[src/design/fcd_cfg.svh]
// constants for the fast charge voltage command decoder
// Behaviour
// sensed current above 250mA counts as a high symbol.
// sensed current below 130mA counts as a low symbol.
// a command is a level sequence matching the raise, lower, test or cycle pattern only.
// setpoint starts at 5V after reset and holds until a valid command.
// no handshake; a valid pattern is accepted at any time.
// raise steps 5V to 7V, 9V, 12V and stops at 12V.
// lower steps down 200mV per command, stopping at 3.6V; above 5V the code drops straight to 5V.
// current below 130mA for 220ms forces setpoint back to 5V.
// the phone removes load and waits 220ms to get 5V back.
// current limit rises at lower voltage and falls at higher voltage.
// a test pattern enters test mode; a cycle pattern steps the levels.
// after the full range in test mode, leave test mode at 5V.
// test equipment holds each test step 100ms before measuring.
// commands arrive only as load current, never over data lines.
// symbol widths and tolerances come from configurable constants.
// a deviating partial sequence is dropped; only full matches act.
`ifndef FCD_CFG_SVH
`define FCD_CFG_SVH
`define FCD_CLK_MHZ 100
`define FCD_HI_MA 16'h00FA
`define FCD_LO_MA 16'h0082
`define FCD_WDOG_MS 220
`define FCD_WDOG_CYC (`FCD_WDOG_MS * 1000 * `FCD_CLK_MHZ)
`define FCD_SYM_US 100
`define FCD_SYM_CYC (`FCD_SYM_US * `FCD_CLK_MHZ)
`define FCD_SYM_TOL_US 20
`define FCD_SYM_TOL_CYC (`FCD_SYM_TOL_US * `FCD_CLK_MHZ)
`define FCD_PAT_LEN 8
`define FCD_PAT_RAISE 8'hB2
`define FCD_PAT_LOWER 8'h4D
`define FCD_PAT_TEST 8'hE1
`define FCD_PAT_CYCLE 8'h1E
`define FCD_MV_DEFAULT 16'h1388
`define FCD_MV_FLOOR 16'h0E10
`define FCD_MV_STEP 16'h00C8
`define FCD_MV_7V 16'h1B58
`define FCD_MV_9V 16'h2328
`define FCD_MV_12V 16'h2EE0
`define FCD_ILIM_5V 16'h0BB8
`define FCD_PWR_MW 32'h0000_3A98
`endif

[src/design/fcd_pkg.sv]
// types for the fast charge voltage command decoder
package fcd_pkg;
	typedef enum logic [1:0] {FCD_SYM_IDLE, FCD_SYM_LOW, FCD_SYM_HIGH} fcd_lvl_t;
	typedef enum logic [2:0] {FCD_CMD_NONE, FCD_CMD_RAISE, FCD_CMD_LOWER, FCD_CMD_TEST,
		FCD_CMD_CYCLE} fcd_cmd_t;
	typedef struct packed {
		logic [15:0] setpoint_mv;
		logic [15:0] ilimit_ma;
		logic test_mode;
	} fcd_out_t;
endpackage

[src/design/fcd_decoder.sv]
// fast charge command decoder and voltage setpoint holder
`timescale 1ns/1ps
`include "fcd_cfg.svh"
module fcd_decoder #(
	parameter int unsigned WDOG_CYC = `FCD_WDOG_CYC,
	parameter int unsigned SYM_CYC = `FCD_SYM_CYC,
	parameter int unsigned SYM_TOL_CYC = `FCD_SYM_TOL_CYC
) (
	input wire logic clock,
	input wire logic reset,
	input wire logic [15:0] sense_ma,
	output fcd_pkg::fcd_out_t status,
	output logic cmd_pulse
);
	// pin sample: current measurement comes from the analog path
	logic [15:0] s1_r, s2_r;
	always_ff @(posedge clock) begin
		if (reset) begin
			s1_r <= 16'h0000;
			s2_r <= 16'h0000;
		end else begin
			s1_r <= sense_ma;
			s2_r <= s1_r;
		end
	end

	// level classifier; between thresholds gives idle, so no level change is seen
	fcd_pkg::fcd_lvl_t lvl;
	always_comb begin
		if (s2_r > `FCD_HI_MA) lvl = fcd_pkg::FCD_SYM_HIGH;
		else if (s2_r < `FCD_LO_MA) lvl = fcd_pkg::FCD_SYM_LOW;
		else lvl = fcd_pkg::FCD_SYM_IDLE;
	end

	// symbol timing and shift register
	logic cur_hi_r, cur_hi_nxt;
	logic [31:0] run_r, run_nxt;
	logic [7:0] shf_r, shf_nxt;
	logic [3:0] cnt_r, cnt_nxt;
	logic [31:0] quiet_r, quiet_nxt;
	fcd_pkg::fcd_cmd_t cmd;
	logic wdog_fire;

	// word framing on the sensed current:
	// idle is low current, so the word starts at its first high symbol
	// leading low symbols of a word merge with the idle low before it
	// so a word is matched as soon as its recorded bits equal a pattern
	// whose upper, unrecorded bits are all zero
	// a symbol is recorded only when its level changes away,
	// so the sender must finish every word with a trailing level change
	// a run of n symbols must last n symbol times within the tolerance,
	// otherwise the partial word is dropped and matching starts again
	// no pattern is a recorded prefix of another, so an early match is safe
	// hazard: a long low run is idle only while no bit is recorded yet

	// whole symbols in a run, zero when off the grid by more than the tolerance
	function automatic logic [31:0] sym_count(input logic [31:0] len);
		logic [31:0] n;
		n = 32'h0000_0000;
		if (len + SYM_TOL_CYC >= SYM_CYC) n = (len + SYM_TOL_CYC) / SYM_CYC;
		if (n != 32'h0000_0000 && (len + SYM_TOL_CYC - n * SYM_CYC) > 2 * SYM_TOL_CYC)
			n = 32'h0000_0000;
		sym_count = n;
	endfunction

	// recorded word to command code
	function automatic fcd_pkg::fcd_cmd_t match(input logic [7:0] p);
		if (p == `FCD_PAT_RAISE) match = fcd_pkg::FCD_CMD_RAISE;
		else if (p == `FCD_PAT_LOWER) match = fcd_pkg::FCD_CMD_LOWER;
		else if (p == `FCD_PAT_TEST) match = fcd_pkg::FCD_CMD_TEST;
		else if (p == `FCD_PAT_CYCLE) match = fcd_pkg::FCD_CMD_CYCLE;
		else match = fcd_pkg::FCD_CMD_NONE;
	endfunction

	logic edge_seen;
	logic [31:0] nsym;
	logic idle_end;
	logic width_bad;
	// level change seen and the width of the run that it ends
	assign edge_seen = (lvl == fcd_pkg::FCD_SYM_HIGH && !cur_hi_r) ||
		(lvl == fcd_pkg::FCD_SYM_LOW && cur_hi_r);
	assign nsym = sym_count(run_r + 32'h0000_0001);
	// low run before the first high of a word is idle, of any width
	assign idle_end = (cnt_r == 4'h0) && !cur_hi_r;
	// run that is no whole number of symbols spoils the word
	assign width_bad = (nsym == 32'h0000_0000) || (nsym > 32'h0000_0008);

	// each run of a level, except the idle low run, is cut into whole symbols; any bad width restarts matching
	always_comb begin
		cur_hi_nxt = cur_hi_r;
		run_nxt = run_r + 32'h0000_0001;
		shf_nxt = shf_r;
		cnt_nxt = cnt_r;
		cmd = fcd_pkg::FCD_CMD_NONE;
		if (edge_seen) begin
			cur_hi_nxt = !cur_hi_r;
			run_nxt = 32'h0000_0000;
			if (idle_end) begin
				shf_nxt = 8'h00; // nothing recorded from idle
				cnt_nxt = 4'h0;
			end else if (width_bad) begin
				shf_nxt = 8'h00;
				cnt_nxt = 4'h0;
			end else begin
				for (int i = 0; i < 8; i++) begin
					if (32'(i) < nsym && cnt_nxt < 4'(`FCD_PAT_LEN)) begin
						shf_nxt = {shf_nxt[6:0], cur_hi_r};
						cnt_nxt = cnt_nxt + 4'h1;
					end
				end
				cmd = match(shf_nxt);
				if (cmd != fcd_pkg::FCD_CMD_NONE || cnt_nxt >= 4'(`FCD_PAT_LEN)) begin
					shf_nxt = 8'h00;
					cnt_nxt = 4'h0;
				end
			end
		end
	end

	always_ff @(posedge clock) begin
		if (reset) begin
			cur_hi_r <= 1'b0;
			run_r <= 32'h0000_0000;
			shf_r <= 8'h00;
			cnt_r <= 4'h0;
		end else begin
			cur_hi_r <= cur_hi_nxt;
			run_r <= run_nxt;
			shf_r <= shf_nxt;
			cnt_r <= cnt_nxt;
		end
	end

	// watchdog on continuous low current
	always_comb begin
		if (lvl == fcd_pkg::FCD_SYM_LOW) begin
			quiet_nxt = (quiet_r < WDOG_CYC) ? quiet_r + 32'h0000_0001 : quiet_r;
		end else begin
			quiet_nxt = 32'h0000_0000;
		end
	end
	assign wdog_fire = (quiet_r == WDOG_CYC - 1) && (lvl == fcd_pkg::FCD_SYM_LOW);

	always_ff @(posedge clock) begin
		if (reset) quiet_r <= 32'h0000_0000;
		else quiet_r <= quiet_nxt;
	end

	// setpoint, test mode and current limit
	logic [15:0] mv_r, mv_nxt;
	logic tm_r, tm_nxt;
	logic [15:0] il_r, il_nxt;
	logic cp_r, cp_nxt;

	// next higher setpoint level, held at the top
	function automatic logic [15:0] step_up(input logic [15:0] mv);
		if (mv < `FCD_MV_DEFAULT) step_up = `FCD_MV_DEFAULT;
		else if (mv < `FCD_MV_7V) step_up = `FCD_MV_7V;
		else if (mv < `FCD_MV_9V) step_up = `FCD_MV_9V;
		else step_up = `FCD_MV_12V;
	endfunction

	always_comb begin
		mv_nxt = mv_r;
		tm_nxt = tm_r;
		cp_nxt = (cmd != fcd_pkg::FCD_CMD_NONE);
		if (wdog_fire) begin
			mv_nxt = `FCD_MV_DEFAULT;
			tm_nxt = 1'b0;
		end else if (tm_r) begin
			if (cmd == fcd_pkg::FCD_CMD_CYCLE) begin
				if (mv_r >= `FCD_MV_12V) begin
					mv_nxt = `FCD_MV_DEFAULT;
					tm_nxt = 1'b0;
				end else if (mv_r > `FCD_MV_FLOOR && mv_r <= `FCD_MV_DEFAULT) begin
					mv_nxt = mv_r - `FCD_MV_STEP;
				end else if (mv_r == `FCD_MV_FLOOR) begin
					mv_nxt = `FCD_MV_7V;
				end else begin
					mv_nxt = step_up(mv_r);
				end
			end
		end else begin
			unique case (cmd)
				fcd_pkg::FCD_CMD_RAISE: mv_nxt = step_up(mv_r);
				fcd_pkg::FCD_CMD_LOWER: begin
					if (mv_r > `FCD_MV_DEFAULT) mv_nxt = `FCD_MV_DEFAULT;
					else if (mv_r > `FCD_MV_FLOOR) mv_nxt = mv_r - `FCD_MV_STEP;
				end
				fcd_pkg::FCD_CMD_TEST: begin
					tm_nxt = 1'b1;
					mv_nxt = `FCD_MV_DEFAULT;
				end
				fcd_pkg::FCD_CMD_CYCLE, fcd_pkg::FCD_CMD_NONE: mv_nxt = mv_r;
			endcase
		end
		// constant power limit referenced to 5V calibration
		il_nxt = 16'(`FCD_PWR_MW * 1000 / {16'h0000, mv_nxt});
	end

	always_ff @(posedge clock) begin
		if (reset) begin
			mv_r <= `FCD_MV_DEFAULT;
			tm_r <= 1'b0;
			il_r <= `FCD_ILIM_5V;
			cp_r <= 1'b0;
		end else begin
			mv_r <= mv_nxt;
			tm_r <= tm_nxt;
			il_r <= il_nxt;
			cp_r <= cp_nxt;
		end
	end

	// outputs straight from the registers
	assign status.setpoint_mv = mv_r;
	assign status.ilimit_ma = il_r;
	assign status.test_mode = tm_r;
	assign cmd_pulse = cp_r;
endmodule

[config.mk]
export PLATFORM = sky130hd
export DESIGN_NAME = fcd_decoder
export DESIGN_NICKNAME = d
export VERILOG_FILES = /design/src/design/fcd_pkg.sv /design/src/design/fcd_decoder.sv
export VERILOG_INCLUDE_DIRS = /design/src /design/src/design
export SDC_FILE = /design/constraint.sdc
export NUM_CORES = 1
export LEC_CHECK = 0
export BUFFER_PORTS_ARGS = -buffer_cell sky130_fd_sc_hd__buf_4
export CORE_ASPECT_RATIO = 0.75
export CORE_UTILIZATION = 25
export CTS_CLUSTER_SIZE = 25
export DETAILED_ROUTE_END_ITERATION = 7
export PLACE_DENSITY = 0.43
export SLEW_MARGIN = 25
export SYNTH_ARGS = -nofsm -noshare
export SYNTH_HDL_FRONTEND = slang
export SYNTH_SLANG_ARGS = --single-unit
export TNS_END_PERCENT = 100
[constraint.sdc]
create_clock -name clock -period 158.6 [get_ports clock]
set_clock_uncertainty 0.1 [all_clocks]
set_input_delay 15.86 -clock clock [delete_from_list [all_inputs] [get_ports clock]]
set_output_delay 15.86 -clock clock [all_outputs]
set_load 0.02 [all_outputs]
[Word-level counts from Yosys, hierarchy flattened]
Index checks and enable logic that the tools add are counted.
Word-level totals
  bits in registers: 143
  latch bits: 0
  memory bits (writable): 0
  bits in read-only memories: 0
  output and inout port bits: 34
  memories: 0
Cells by class
  add/sub/neg operators: 13
  multipliers: 1
  div/mod/pow operators: 2
  magnitude comparators: 30
  eq/ne operators: 12
  shifts and indexed selects: 0
  muxes and demuxes: 79
  bitwise logic cells: 1
  reductions and logical operators: 28
Operators with widths (number)
  $mux W4: 35
  $lt A3 B32 Y1 const A: 4
  $mux W16: 7
  $mux W8: 14
  $add A32 B1 Y32 const B: 2
  $lt A1 B32 Y1 const A: 2
  $lt A2 B32 Y1 const A: 2
  $mux W32: 2
  $pmux W16 S4: 1
  $mux W14: 3
  $add A32 B11 Y32 const B: 1
  $add A4 B1 Y4 const B: 8
  $div A24 B16 Y32 const A: 1
  $div A32 B14 Y32 const B: 1
  $eq A32 B25 Y1 const B: 1
  $ge A32 B14 Y1 const B: 1
  $gt A32 B12 Y1 const B: 1
  $gt A32 B4 Y1 const B: 1
  $logic_not A32 Y1: 1
  $lt A16 B13 Y1 const B: 2
  $lt A32 B25 Y1 const B: 1
  $lt A4 B4 Y1 const B: 8
  $mul A32 B10 Y28 const B: 1
  $reduce_bool A32 Y1: 1
  other kinds (31): 65

[Longest topological paths before layout]
  word-level depth: 74
  gate-level depth with buffers: 648
  depth with buffers taken out: 581

[Worst setup path before layout]
No wires, ideal clock.
  path type: register to register
  start point: register run_r[0]
  end point: register il_r[0]
  library setup time: 0.137 ns
  arrival time: 111.108 ns
  setup slack: 47.255 ns
  cell stages (with the launch flop): 606
  clock period less this slack: 111.345 ns
  path through: dfxtp_1 -> ha_1 -> buf_2 -> and3_4 -> xnor2_1 -> inv_1 -> ha_1 -> nor2b_1 -> mux2_2 -> nand3_4 -> nand2_1 -> or3_1 -> buf_6 -> o41a_4 -> o21ai_4 -> mux2_1 -> o32ai_1 -> buf_2 -> [... 570 more ...] -> a21oi_1 -> nor2_1 -> nor2_1 -> nand3_1 -> or2_1 -> buf_6 -> buf_8 -> nor2_1 -> a21oi_1 -> ha_1 -> a21o_1 -> a21o_1 -> a21oi_1 -> nor3_1 -> a211oi_1 -> o2111ai_1 -> a221oi_1 -> a41oi_2
On the way
  word-level cells in the longest chain between the ends: 74
RTL lines
  start, declared: RTL line fcd_decoder.sv:37  | logic [31:0] run_r, run_nxt;
  start signal, assigned: RTL line fcd_decoder.sv:128  | run_r <= run_nxt;
  $add A32 B1 Y32 *: RTL line fcd_decoder.sv:82  | assign nsym = sym_count(run_r + 32'h0000_0001);
  $add A32 B11 Y32 *: RTL line fcd_decoder.sv:60, fcd_decoder.sv:61
  $div A32 B14 Y32 or $ge A32 B14 Y1 (tied branches): RTL line fcd_decoder.sv:60  | if (len + SYM_TOL_CYC >= SYM_CYC) n = (len + SYM_TOL_CYC) / SYM_CYC;
  $mux W32: RTL line fcd_decoder.sv:60
  $mul A32 B10 Y28: RTL line fcd_decoder.sv:61  | if (n != 32'h0000_0000 && (len + SYM_TOL_CYC - n * SYM_CYC) > 2 * SYM_TOL_CYC)
  $sub A32 B32 Y32: RTL line fcd_decoder.sv:61
  $gt A32 B12 Y1: RTL line fcd_decoder.sv:61
  $logic_and A1 B1 Y1: RTL line fcd_decoder.sv:61
  [... 58 more ...]
  $mux W3 *: RTL line fcd_decoder.sv:98  | if (idle_end) begin
  $mux W3 *: RTL line fcd_decoder.sv:95  | if (edge_seen) begin
  $eq A3 B3 Y1 or $logic_not A3 Y1 (tied branches): RTL line fcd_decoder.sv:171, fcd_decoder.sv:184
  $reduce_or A2 Y1: RTL line fcd_decoder.sv:184  | unique case (cmd)
  $pmux W16 S4: RTL line fcd_decoder.sv:184
  $mux W16 *: RTL line fcd_decoder.sv:170  | end else if (tm_r) begin
  $mux W16 *: RTL line fcd_decoder.sv:167  | if (wdog_fire) begin
  $div A24 B16 Y32 (no line) *
  end signal, assigned: RTL line fcd_decoder.sv:205  | il_r <= `FCD_ILIM_5V;
  end signal, assigned: RTL line fcd_decoder.sv:210  | il_r <= il_nxt;
  end, declared: RTL line fcd_decoder.sv:152  | logic [15:0] il_r, il_nxt;
Every way passes the cells marked *; elsewhere a longest branch is shown, timed or not. The select of a mux whose other input is x is not followed.
A chain may end at the register's enable or synchronous reset.

[Worst setup path after layout]
Ends and elaborated chain as after synthesis.

==> reports/results.txt <==
Clock Latency Late Sink: 0.57 ns
Post-DP HPWL: 150.6 mm
Starting Density: 25.14%
Largest net degree at the start of global routing: 52
Slew Viols, Final: 0
CP endpoint kind: register
ANT nets after route: 0
Layout fillers: 22.65k
Minimum clock period: 130.87 ns
Asr flop ratio synth: 0%
Crit-path max cell delay: 0.96 ns
Crit start category: register
Setup tns final: 0 ns
Worst-path fanout max: 44
Nets: 7350
Die height: 398.2 um
Starting DRT DRC Count: 4723
CTS tree: done
Synth cell types: 218
FF+latch count, synth: 143
Syn_nets: 7437
Mean Syn Cell Area: 7.597 um^2
GRT Total Usage: 17.43%
Synth area leaders: ha_1 12%, xnor2_1 6.5%, a21oi_1 5.6%
Fin. Hold Viols: 0
Post-Place Cell Area: 54900 um^2
EDFF count, synth: 0
Post-cts resize count: 0
Global-route wire length before repair: 293.1 mm
Min setup slack post-route: 27.73 ns
CTS Hold Bufs: 0
Max Freq: 7.641 MHz
# rows: 145
Setup violators final: 0
Fin crit share: 82.52%
PortBufs: 51
Max Cap Viol: 0
H-tree depth: 4
Commonest cells after routing, fill and taps aside: 666 x nor2_1, 588 x a21oi_1, 487 x ha_1
Post-synthesis instance area: 52320 um^2
Gate Count Post-Synth: 6887
Status: finished, final reports clean
Vias per cell: 5.470
Worst Hold Slack: 0.3355 ns
Die Width: 530.2 um
Detailed-route via count: 52.55k
Design area: 55490 um^2
GP Congestion: 0.9379
Grt ovf: 0
DRC: 0
Crit path max-delay cell type: a311oi_4
Initial antenna violation count: 2
Register-to-register setup slack: 27.73 ns
Top FF cell, synth: dfxtp_1
Worst-path clk slew: 0.08 ns
RSZ-0062 raised after global routing: no
Area of the die: 211100 um^2
Area grow syn2layout: 6.055%
Sequential share of the synthesized area: 5.472%
TritonCTS Buffers: 17
Crit path arrival time: 131.16 ns
Pre-antenna DRT Iters: 8
Final wirelength: 189.0 mm
Clk sink count: 143
Kind of critical path: reg -> reg
Root buffer cell: clkbuf_16
Hold WC Path Type: reg -> reg
Synth top area share: 11.65%
Setup WS pre-CTS: 29.36 ns
Max_slew headroom: 22.34%
IO Pins: 52
Commonest non-fill, non-tap cell in the layout: nor2_1
Bufs on Longest Clock Path: 2
WL/cell: 19.68 um
Required @ worst endpoint: 158.89 ns
Share of post-route cells with drive strength above 1: 15.43%
Area leader, netlist: ha_1
Core area: 208100 um^2
Worst-Margin Slew: 1.165 ns
Number of global-route vias before repair: 48.17k
Synth warn: 0
Setup Fix Bufs, Post-CTS: 0
Crit path top cell by count: a21oi_1
## cell type report
type	instances	area (um^2)	area share, %
Clock buffer	17	425.4	0.7667
Tap cell	2793	3495	6.298
Multi-Input combinational cell	6158	46230	83.31
Clock inverter	15	150.1	0.2706
Inverter	351	1355	2.442
Timing Repair Buffer	129	968.4	1.745
Antenna cell	1	2.502	0.004510
Sequential cell	143	2863	5.159
## Yosys cell counts (all sizes together), types with 118 or more instances
library cell  number
nor2             694
a21oi            621
ha               487
nand2            481
xnor2            407
o21ai            367
inv              346
a21o             223
nor3             219
xor2             182
nand3            174
o21a             147
dfxtp            143
mux2             120
buf              118
## worst max-delay path, delay by kind of cell (launching register included)
kind,cells,cell delay (ns)
compound gates,317,71.89
simple gates,152,32.82
fa+ha+maj,41,13.32
buf+inv,25,4.66
mux,12,4.11
xor+xnor,10,2.77
flops,1,0.44
## cell families after synthesis
| kind of cell | Yosys count | synth area share (%) |
|---|---|---|
| other | 1 | 0.007168 |
| multiplexers | 197 | 4.341 |
| buffers and inverters | 586 | 6.369 |
| AND/OR/NAND/NOR | 2428 | 25.50 |
| adder cells (fa/ha/maj) | 537 | 13.47 |
| XOR/XNOR | 592 | 10.45 |
| AO/OA/AOI/OAI | 2403 | 34.40 |
| flip-flops | 143 | 5.472 |
## worst paths after layout
check                 from        to  cells after the start
setup / recovery  run_r[0]   il_r[0]                    557
hold / removal    s1_r[10]  s2_r[10]                      1
setup reg to reg  run_r[0]   il_r[0]                    557
hold reg to reg   s1_r[10]  s2_r[10]                      1
## sequential cells by signal (all words and copies together), names as in the netlist
| register | flops |
|---|---|
| cur_hi_r | 1 |
| cmd_pulse | 1 |
| tm_r | 1 |
| mv_r | 16 |
| s2_r | 16 |
| il_r | 16 |
| cnt_r | 4 |
| run_r | 32 |
| shf_r | 8 |
| quiet_r | 32 |
| s1_r | 16 |
## metal layers
layer	GRT usage, %	part of all wire [%]	routed length, um
met3	2.045	5.9	11150
met1	28.04	54	102000
met5	0	0	0
met2	24.25	39	73860
met4	2.676	1.1	2031
## metrics by stage
| stage | util, % | cells |
|---|---|---|
| 2_1_floorplan | - | 6887 |
| 3_3_place_gp | 26.38 | 9574 |
| 3_5_place_dp | 26.38 | 9574 |
| 4_1_cts | 26.66 | 9606 |
| 5_1_grt | 26.66 | 9606 |
| 6_report | 26.66 | 9607 |
Power is not shown: default switching activity piles up to over one toggle a cycle in this logic, so the estimate is an artifact.
